--- config.mk ---
export PLATFORM = sky130hd
export DESIGN_NAME = iwd_watchdog
export DESIGN_NICKNAME = d
export VERILOG_FILES = /design/src/core/iwd_pkg.sv /design/src/core/iwd_sync.sv /design/src/core/iwd_watchdog.sv
export SDC_FILE = /design/constraint.sdc
export NUM_CORES = 1
export LEC_CHECK = 0
export BUFFER_PORTS_ARGS = -buffer_cell sky130_fd_sc_hd__buf_2
export CAP_MARGIN = 0
export CORE_MARGIN = 3
export CORE_UTILIZATION = 39
export CTS_BUF_LIST = sky130_fd_sc_hd__clkbuf_4
export DETAILED_ROUTE_END_ITERATION = 6
export SYNTH_ARGS = -nofsm -noshare
export SYNTH_HDL_FRONTEND = slang
export SYNTH_SLANG_ARGS = --single-unit
--- constraint.sdc ---
create_clock -name clock_i -period 2.8 [get_ports clock_i]
set_input_delay 0.28 -clock clock_i [delete_from_list [all_inputs] [get_ports clock_i]]
set_output_delay 0.28 -clock clock_i [all_outputs]
set_load 0.05 [all_outputs]
--- src/core/iwd_pkg.sv ---
// Purpose: shared constants of the independent watchdog
// Assumes: 32-bit APB register bus, one aligned word per register
// Notes:   offsets are byte addresses
package iwd_pkg;

    // ==========================================================
    // bus and register map
    localparam int          ADDR_W         = 5;
    localparam logic [4:0]  OFF_COMMAND    = 5'h00;
    localparam logic [4:0]  OFF_DIVIDER    = 5'h04;
    localparam logic [4:0]  OFF_RELOAD     = 5'h08;
    localparam logic [4:0]  OFF_STATUS     = 5'h0C;
    localparam logic [4:0]  OFF_IRQ_STATUS = 5'h10;
    localparam logic [4:0]  OFF_IRQ_CLEAR  = 5'h14;
    localparam logic [4:0]  OFF_IRQ_ENABLE = 5'h18;
    localparam logic [4:0]  OFF_COUNT      = 5'h1C;

    // ==========================================================
    // command words
    localparam logic [15:0] CMD_UNLOCK     = 16'h5555;
    localparam logic [15:0] CMD_START      = 16'hCCCC;
    localparam logic [15:0] CMD_RELOAD     = 16'hAAAA;

    // ==========================================================
    // field positions and reset values
    localparam int          DIV_CODE_W     = 3;
    localparam int          STAT_DIV_BIT   = 0;
    localparam int          STAT_REL_BIT   = 1;
    localparam int          IRQ_W          = 3;
    localparam int          IRQ_TIMEOUT    = 0;
    localparam int          IRQ_DIV_DONE   = 1;
    localparam int          IRQ_REL_DONE   = 2;
    localparam logic [2:0]  RST_DIV_CODE   = 3'h0;
    localparam logic [11:0] RST_RELOAD     = 12'hFFF;
    localparam logic [2:0]  DIV_CODE_MAX   = 3'h6;
    localparam int          DIV_MIN        = 4;

    // ==========================================================
    // timing counts, in oscillator edges and clock cycles
    localparam logic [1:0]  UPD_LAST       = 2'h1;
    localparam logic [1:0]  STRAP_WAIT     = 2'h3;

endpackage : iwd_pkg

--- src/core/iwd_sync.sv ---
// Purpose: two-flop synchroniser for a group of pin levels
// Assumes: inputs are slow levels from outside the clock domain
// Notes:   only the second flop is visible outside
`timescale 1ns/1ps
`default_nettype none
module iwd_sync #(
    parameter int WIDTH = 1
) (
    input  wire logic             clock_i,
    input  wire logic             resetn_i,
    input  wire logic [WIDTH-1:0] async_i,
    output logic      [WIDTH-1:0] sync_o
);

    logic [WIDTH-1:0] meta_reg;
    logic [WIDTH-1:0] sync_reg;

    if (WIDTH < 1) begin : g_check
        $error("iwd_sync: WIDTH must be at least 1");
    end

    always_ff @(posedge clock_i or negedge resetn_i) begin
        if (!resetn_i) begin
            meta_reg <= '0;
            sync_reg <= '0;
        end else begin
            meta_reg <= async_i;
            sync_reg <= meta_reg;
        end
    end

    assign sync_o = sync_reg;

endmodule : iwd_sync
`default_nettype wire

--- src/core/iwd_watchdog.sv ---
// Purpose: independent watchdog, prescaler plus down counter, APB slave
// Assumes: oscillator and debug levels arrive as pins, sampled on clock_i
// Notes:   system reset output is sticky until resetn_i
`timescale 1ns/1ps
`default_nettype none
module iwd_watchdog
    import iwd_pkg::*;
#(
    parameter int COUNT_W = 12,
    parameter int PRE_W   = 8
) (
    input  wire logic              clock_i,
    input  wire logic              resetn_i,
    input  wire logic              psel_i,
    input  wire logic              penable_i,
    input  wire logic              pwrite_i,
    input  wire logic [ADDR_W-1:0] paddr_i,
    input  wire logic [31:0]       pwdata_i,
    output logic                   pready_o,
    output logic      [31:0]       prdata_o,
    output logic                   pslverr_o,
    input  wire logic              low_speed_internal_osc_i,
    input  wire logic              debug_freeze_input_i,
    input  wire logic              cpu_halted_i,
    input  wire logic              hw_autostart_i,
    output logic                   sys_reset_o,
    output logic                   irq_o
);

    // ==========================================================
    // elaboration checks
    if (PRE_W < 8 || COUNT_W < 1 || COUNT_W > 12) begin : g_check
        $error("iwd_watchdog: PRE_W must be >= 8 and COUNT_W in 1..12");
    end

    // ==========================================================
    // state
    typedef struct packed {
        logic                  locked;
        logic                  running;
        logic                  fired;
        logic [DIV_CODE_W-1:0] div_shadow;
        logic [DIV_CODE_W-1:0] div_active;
        logic [COUNT_W-1:0]    rel_shadow;
        logic [COUNT_W-1:0]    rel_active;
        logic                  div_busy;
        logic                  rel_busy;
        logic [1:0]            div_upd;
        logic [1:0]            rel_upd;
        logic [PRE_W-1:0]      pre_cnt;
        logic [COUNT_W-1:0]    cnt;
        logic [IRQ_W-1:0]      irq_stat;
        logic [IRQ_W-1:0]      irq_en;
        logic [31:0]           rdata;
        logic                  osc_prev;
        logic [1:0]            strap_wait;
        logic                  strap_done;
    } iwd_state_s;

    localparam iwd_state_s STATE_RESET = '{
        locked:     1'b1,
        div_shadow: RST_DIV_CODE,
        div_active: RST_DIV_CODE,
        rel_shadow: COUNT_W'(RST_RELOAD),
        rel_active: COUNT_W'(RST_RELOAD),
        default:    '0
    };

    iwd_state_s state_reg;
    iwd_state_s state_next;

    // ==========================================================
    // pin synchronisers
    logic [3:0] pins_sync;

    iwd_sync #(
        .WIDTH (4)
    ) u_sync (
        .clock_i  (clock_i),
        .resetn_i (resetn_i),
        .async_i  ({hw_autostart_i, cpu_halted_i, debug_freeze_input_i, low_speed_internal_osc_i}),
        .sync_o   (pins_sync)
    );

    logic osc_rise;
    logic frozen;
    logic autostart;

    assign osc_rise  = pins_sync[0] & ~state_reg.osc_prev;
    assign frozen    = pins_sync[1] & pins_sync[2];
    assign autostart = pins_sync[3];

    // ==========================================================
    // bus decode
    logic              setup;
    logic              access;
    logic              hit;
    logic              wr;
    logic [15:0]       cmd;
    logic [DIV_CODE_W-1:0] code_sat;
    logic [PRE_W-1:0]  pre_limit;
    logic              tick;

    assign setup  = psel_i & ~penable_i;
    assign access = psel_i & penable_i;
    assign hit    = (paddr_i[1:0] == 2'b00);
    assign wr     = access & pwrite_i & hit;
    assign cmd    = pwdata_i[15:0];

    // codes above the last doubling step saturate at divide by 256
    assign code_sat  = (state_reg.div_active > DIV_CODE_MAX) ? DIV_CODE_MAX : state_reg.div_active;
    assign pre_limit = PRE_W'((32'(DIV_MIN) << code_sat) - 32'd1);
    assign tick      = osc_rise & state_reg.running & ~frozen & (state_reg.pre_cnt == pre_limit);

    // ==========================================================
    // next state
    always_comb begin
        state_next          = state_reg;
        state_next.osc_prev = pins_sync[0];

        // clear first so a same-cycle event wins
        if (wr && paddr_i == OFF_IRQ_CLEAR) begin
            state_next.irq_stat = state_reg.irq_stat & ~pwdata_i[IRQ_W-1:0];
        end

        // option strap caught once the synchroniser has settled
        if (!state_reg.strap_done) begin
            state_next.strap_wait = state_reg.strap_wait + 2'h1;
            if (state_reg.strap_wait == STRAP_WAIT) begin
                state_next.strap_done = 1'b1;
                if (autostart) begin
                    state_next.running = 1'b1;
                    state_next.cnt     = state_reg.rel_active;
                    state_next.pre_cnt = '0;
                end
            end
        end

        // updates reach the counter logic after oscillator edges
        if (osc_rise && state_reg.div_busy) begin
            if (state_reg.div_upd == UPD_LAST) begin
                state_next.div_busy               = 1'b0;
                state_next.div_active             = state_reg.div_shadow;
                state_next.irq_stat[IRQ_DIV_DONE] = 1'b1;
            end else begin
                state_next.div_upd = state_reg.div_upd + 2'h1;
            end
        end
        if (osc_rise && state_reg.rel_busy) begin
            if (state_reg.rel_upd == UPD_LAST) begin
                state_next.rel_busy               = 1'b0;
                state_next.rel_active             = state_reg.rel_shadow;
                state_next.irq_stat[IRQ_REL_DONE] = 1'b1;
            end else begin
                state_next.rel_upd = state_reg.rel_upd + 2'h1;
            end
        end

        // prescaler and down counter
        if (osc_rise && state_reg.running && !frozen) begin
            if (state_reg.pre_cnt == pre_limit) begin
                state_next.pre_cnt = '0;
                if (state_reg.cnt == '0) begin
                    state_next.fired                 = 1'b1;
                    state_next.irq_stat[IRQ_TIMEOUT] = 1'b1;
                end else begin
                    state_next.cnt = state_reg.cnt - COUNT_W'(1);
                end
            end else begin
                state_next.pre_cnt = state_reg.pre_cnt + PRE_W'(1);
            end
        end

        // a new division starts from a clean prescaler phase
        if (osc_rise && state_reg.div_busy && state_reg.div_upd == UPD_LAST) begin
            state_next.pre_cnt = '0;
        end

        // register writes
        if (wr) begin
            if (paddr_i == OFF_COMMAND) begin
                state_next.locked = (cmd != CMD_UNLOCK);
                if (cmd == CMD_START) begin
                    state_next.running = 1'b1;
                    state_next.cnt     = state_reg.rel_active;
                    if (!state_reg.running) begin
                        state_next.pre_cnt = '0;
                    end
                end else if (cmd == CMD_RELOAD) begin
                    state_next.cnt = state_reg.rel_active;
                end
            end else if (paddr_i == OFF_DIVIDER) begin
                if (!state_reg.locked) begin
                    state_next.div_shadow = pwdata_i[DIV_CODE_W-1:0];
                    state_next.div_busy   = 1'b1;
                    state_next.div_upd    = '0;
                end
            end else if (paddr_i == OFF_RELOAD) begin
                if (!state_reg.locked) begin
                    state_next.rel_shadow = pwdata_i[COUNT_W-1:0];
                    state_next.rel_busy   = 1'b1;
                    state_next.rel_upd    = '0;
                end
            end else if (paddr_i == OFF_IRQ_ENABLE) begin
                state_next.irq_en = pwdata_i[IRQ_W-1:0];
            end
        end

        // read data captured in the setup cycle
        if (setup && !pwrite_i) begin
            state_next.rdata = '0;
            if (paddr_i == OFF_DIVIDER) begin
                if (!state_reg.div_busy) begin
                    state_next.rdata[DIV_CODE_W-1:0] = state_reg.div_shadow;
                end
            end else if (paddr_i == OFF_RELOAD) begin
                if (!state_reg.rel_busy) begin
                    state_next.rdata[COUNT_W-1:0] = state_reg.rel_shadow;
                end
            end else if (paddr_i == OFF_STATUS) begin
                state_next.rdata[STAT_DIV_BIT] = state_reg.div_busy;
                state_next.rdata[STAT_REL_BIT] = state_reg.rel_busy;
            end else if (paddr_i == OFF_IRQ_STATUS) begin
                state_next.rdata[IRQ_W-1:0] = state_reg.irq_stat;
            end else if (paddr_i == OFF_IRQ_ENABLE) begin
                state_next.rdata[IRQ_W-1:0] = state_reg.irq_en;
            end else if (paddr_i == OFF_COUNT) begin
                state_next.rdata[COUNT_W-1:0] = state_reg.cnt;
            end
        end
    end

    always_ff @(posedge clock_i or negedge resetn_i) begin
        if (!resetn_i) begin
            state_reg <= STATE_RESET;
        end else begin
            state_reg <= state_next;
        end
    end

    // ==========================================================
    // outputs
    assign pready_o    = 1'b1;
    assign pslverr_o   = access & ~hit;
    assign prdata_o    = state_reg.rdata;
    assign sys_reset_o = state_reg.fired;
    assign irq_o       = |(state_reg.irq_stat & state_reg.irq_en);

    logic wr_cmd;
    assign wr_cmd = wr && paddr_i == OFF_COMMAND;
endmodule : iwd_watchdog
`default_nettype wire

# Yosys cells after proc, flatten, opt, wreduce, memory -nomap -nowiden
# Index checks and enable logic that the tools add are counted.
# word_totals
elab_cells,142
out_inout_bits,36
reg_bits,89
input_bits,46
# classes
n_lt_le_gt_ge,1
shifts,1
n_eq_ne,14
addsub,6
mux,62
n_bitwise,17
reduce_logical,20
# ops
cell,n
$mux W20,5
$mux W12,7
$eq A16 B16 Y1 const B,2
$mux W8,4
$mux W9,3
$mux W26,1
$mux W1,24
$eq A5 B5 Y1 const B,4
$mux W2,10
$mux W3,6
$ne A16 B15 Y1 const B,1
$logic_not A12 Y1,1
$sub A12 B1 Y12 const B,1
$eq A5 B4 Y1 const B,2
$mux W10,1
$reduce_and A5 Y1,2
$add A8 B1 Y8 const B,1
$eq A8 B8 Y1,1
$shl A3 B3 Y8 const A,1
$sub A8 B1 Y8 const B,1
$and A1 B1 Y1,7
$logic_and A1 B1 Y1,7
$not A1 Y1,7
$add A2 B1 Y2 const B,3
other kinds (14),19

# Logic depth before layout (Yosys ltp)
# logic_depth
ltp_word,12
ltp_mapped,9
mapped_depth_nobuf,8

# By module
# A second synthesis with hierarchy kept.
# unflattened
cells_unflattened,455
hier_area_um2,4730.8
# by_module_without_submodules
module,cells_per_inst,instances,seq_area_each_um2,area_each_um2
iwd_watchdog,447,1,2058.2,4530.6
iwd_sync,8,1,200.2,200.2

# Worst setup path after synthesis
# No wires, ideal clock.
# synth_path
kind,register to register
startpoint,reg state_reg[42] in the netlist's numbering
endpoint,reg state_reg[43] in the netlist's numbering
setup_ns,0.126
arrival_ns,2.092
n_path_buf,1
path_stages_with_launch,10
slack_ns,0.582
period_less_slack_ns,2.218
required_time_ns,2.674
path_cell_list,dfrtp_1 inv_1 ha_1 nor3b_1 and2_1 a31oi_2 nand3_4 a21o_1 buf_6 a221o_1
# synth_rtl
element,line_no,rtl
start: declaration,iwd_watchdog.sv:69,iwd_state_s state_reg;
start signal: assignment,iwd_watchdog.sv:237,state_reg <= state_next;

==> results.sh <==
export IMPL_cpPeakStageDelay_ns=0.45
export IMPL_power_density_nw_per_um2=692.4
export IMPL_clock_latency_ns=0.45
export IMPL_grt_pass1_wl_um=17660
export IMPL_fp_dieH_um=115.1
export IMPL_cts_clk_slew_worst_paths_ns=0.14
export IMPL_arrival_ns=2.93
export IMPL_synth_edf_count=0
export IMPL_synth_avg_cell_area_um2=10.68
export IMPL_num_vias=3454
export IMPL_drt_wl_total_um=10770
export IMPL_drc_errors=0
export IMPL_drive_above_1_share_pct=31.28
export IMPL_dr_pass1_iters=4
export IMPL_path_delay_family="simple AND/OR/NAND/NOR gates"
export IMPL_die_area_um2=13250
export IMPL_cts_tree="built"
export IMPL_vias_per_cell=5.491
export IMPL_grt_pass1_vias=3403
export IMPL_syn_cell_area_um2=4644
export IMPL_diodes=0
export IMPL_post_dp_hpwl_um=7830
export IMPL_timing_fmax_mhz=385.5
export IMPL_syn2layout_area_growth_pct=10.72
export IMPL_largest_reg_flops=68
export IMPL_startpoint_type="flip-flop"
export IMPL_grt_max_degree=50
export IMPL_yosysWarningCount=0
export IMPL_cts_sinks=89
export IMPL_max_slew_worst_pin_slew_ns=0.5396
export IMPL_root_buffer="clkbuf_4"
export IMPL_synth_cell_type_count=63
export IMPL_antenna_left=0
export IMPL_skew_ns=0.02111
export IMPL_grt_overflow_total=0
export IMPL_grt_antenna_before_repair=0
export IMPL_cts_buffers=9
export IMPL_coreArea_um2=11520
export IMPL_drt_iter0_drc=227
export IMPL_status="completed"
export IMPL_yosys_most_used_dff="dfrtp_1"
export IMPL_cp_cell_sequence="inv_1 > ha_1 > nor3b_1 > and2_1 > a31oi_2 > nand3_4 > a21o_1 > mux2_2"
export IMPL_place_congestion=0.8882
export IMPL_crit_buf_inv=1
export IMPL_path_max_fanout=11
export IMPL_crit_path_end_kind="flip-flop"
export IMPL_rsz0062_at_grt="no"
export IMPL_worstPathRequired_ns=3.13
export IMPL_drv_slew=0
export IMPL_fin_nets=530
export IMPL_die_w_um=115.1
export IMPL_cts_setup_buffers=0
export IMPL_finalCritPeriodShare_pct=92.65
export IMPL_finalCriticalPeriod_ns=2.594
export IMPL_htree_levels=3
export IMPL_cts_buffer_depth=2
export IMPL_yosysSeqAreaShare_pct=48.63
export IMPL_whs_ns=0.09751
export IMPL_synth_async_sr_flop_share_pct=100.0
export IMPL_wl_per_cell_um=17.12
export IMPL_setup_violations=0
export IMPL_top_level_ports=82
export IMPL_grt_usage_pct=17.18
export IMPL_hold_class="in2reg"
export IMPL_cap_violations=0
export IMPL_finalSetupTns_ns=0
export IMPL_hold_violations=0
export IMPL_syn_inst=435
export IMPL_irDropWorstVdd_uv=223.9
export IMPL_core_rowCount=39
export IMPL_cpMaxStageDelayCell="dfrtp_1"
export IMPL_path_class="reg2reg"
export IMPL_initial_core_util_pct=40.33
export IMPL_p_leak_nw=2.280
export IMPL_synth_seq_cells=89
export IMPL_io_buffers=44
export IMPL_max_slew_margin_rel_pct=63.69
-- Yosys cell counts, types with 3 or more instances --
master,number,area [µm²]
a211oi_1,9,67.56
a21o_1,7,52.55
a21oi_1,19,95.09
a221oi_1,5,43.79
a222oi_1,3,30.03
a22o_1,3,26.28
a22oi_1,11,82.58
a311oi_1,5,43.79
and3_1,6,37.54
buf_2,5,25.02
buf_4,34,255.2
buf_6,3,33.78
clkbuf_1,6,22.52
dfrtp_1,64,1602
dfstp_2,25,656.9
ha_1,3,37.54
inv_1,14,52.55
mux2_2,32,360.4
nand2_1,34,127.6
nand2b_1,5,31.28
nand3_1,11,55.05
nand3b_1,4,30.03
nand4_1,4,25.02
nor2_1,38,142.6
nor3_1,10,50.05
nor4_1,5,31.28
nor4b_2,3,45.04
nor4bb_1,4,40.04
o21ai_0,10,50.05
or2_2,8,50.05
-- cell usage in the layout (no fill, tap or decap), types with 3 or more instances in the layout --
cell | synthesis | final
a211oi_1 | 9 | 9
a21o_1 | 7 | 7
a21oi_1 | 19 | 19
a221oi_1 | 5 | 5
a222oi_1 | 3 | 3
a22o_1 | 3 | 3
a22oi_1 | 11 | 11
a311oi_1 | 5 | 5
and3_1 | 6 | 6
buf_2 | 5 | 43
buf_4 | 34 | 15
bufinv_16 | 0 | 3
clkbuf_4 | 0 | 9
clkinv_1 | 0 | 3
conb_1 | 2 | 21
dfrtp_1 | 64 | 64
dfstp_2 | 25 | 25
dlygate4sd3_1 | 0 | 5
ha_1 | 3 | 3
inv_1 | 14 | 14
mux2_2 | 32 | 32
nand2_1 | 34 | 34
nand2b_1 | 5 | 5
nand3_1 | 11 | 11
nand3b_1 | 4 | 4
nand4_1 | 4 | 4
nor2_1 | 38 | 38
nor3_1 | 10 | 9
nor4_1 | 5 | 5
nor4b_2 | 3 | 3
nor4bb_1 | 4 | 4
o21ai_0 | 10 | 10
or2_2 | 8 | 8
-- per-stage QoR --
step / cells / power (W) / setup slack (ns) / utilization (%) / cell area [µm²]
CTS: 629 / 0.003581 / 0.2155 / 44.65 / 5142
global placement: 608 / 0.002660 / 0.2642 / 42.69 / 4916
global route: 629 / 0.003779 / 0.004737 / 44.65 / 5142
floorplan: 454 / 0.002483 / 0.5818 / - / 4716
finish: 629 / 0.003561 / 0.2058 / 44.65 / 5142
detailed placement: 608 / 0.002698 / 0.2592 / 42.69 / 4916
-- repair_timing --
| item | CTS | global route |
|---|---|---|
| hold buffers | 5 | 0 |
| setup endpoints to repair | 0 | 0 |
| resized for setup | 0 | 0 |
| hold endpoints to repair | 34 | 0 |
-- routing by layer --
metal | wire length, µm | vias up | track usage, %
met4 | 97 | 0 | 5.008
met2 | 5082 | 77 | 27.20
met5 | 0 | - | 0
met1 | 5110 | 1727 | 23.57
met3 | 480 | 9 | 4.105
li1 | - | 1641 | -
-- power breakdown --
| part | switching (W) | internal, W | leakage [nW] | total, W |
|---|---|---|---|---|
| Clock | 0.000438 | 0.000443 | 0.0887 | 0.000881 |
| Sequential | 0.000245 | 0.00152 | 1.05 | 0.00176 |
| Combinational | 0.000540 | 0.000376 | 1.14 | 0.000916 |
| Total | 0.00122 | 0.00234 | 2.28 | 0.00356 |
-- final cells by class --
type / instances / area, µm²
Tap cell: 143 / 178.9
Timing Repair Buffer: 64 / 397.9
Fill cell: 1073 / 6374
Multi-Input combinational cell: 303 / 2078
Inverter: 14 / 52.55
Clock inverter: 7 / 108.9
Sequential cell: 89 / 2258
Clock buffer: 9 / 67.56
-- path summary, 6_finish.rpt --
path,start,end,slack [ns],depth (start not counted)
worst max-delay path,state_reg[42]$_DFF_PN0_,state_reg[52]$_DFF_PN0_,0.21,8
worst min-delay path,pwdata_i[7],state_reg[87]$_DFFE_PN1P_,0.1,2
worst max register to register,state_reg[42]$_DFF_PN0_,state_reg[52]$_DFF_PN0_,0.21,8
worst min register to register,u_sync.meta_reg[0]$_DFF_PN0_,u_sync.sync_o[0]$_DFF_PN0_,0.37,0
max in group asynchronous,resetn_i,state_reg[84]$_DFFE_PN1P_,1.77,3
min in group asynchronous,resetn_i,prdata_o[8]$_DFFE_PN0P_,0.33,2
-- cells by family after synthesis --
logic type | count (synthesis) | synth area share (%)
AOI/OAI and AO/OA | 98 | 16.38
buffers and inverters | 62 | 8.378
adders and majority gates | 3 | 0.8083
other | 2 | 0.1617
muxes | 33 | 7.974
DFF | 89 | 48.63
xor gates and xnor gates | 2 | 0.3772
and+or+nand+nor | 146 | 17.30
No activity file was read; power rests on OpenSTA's default activity.
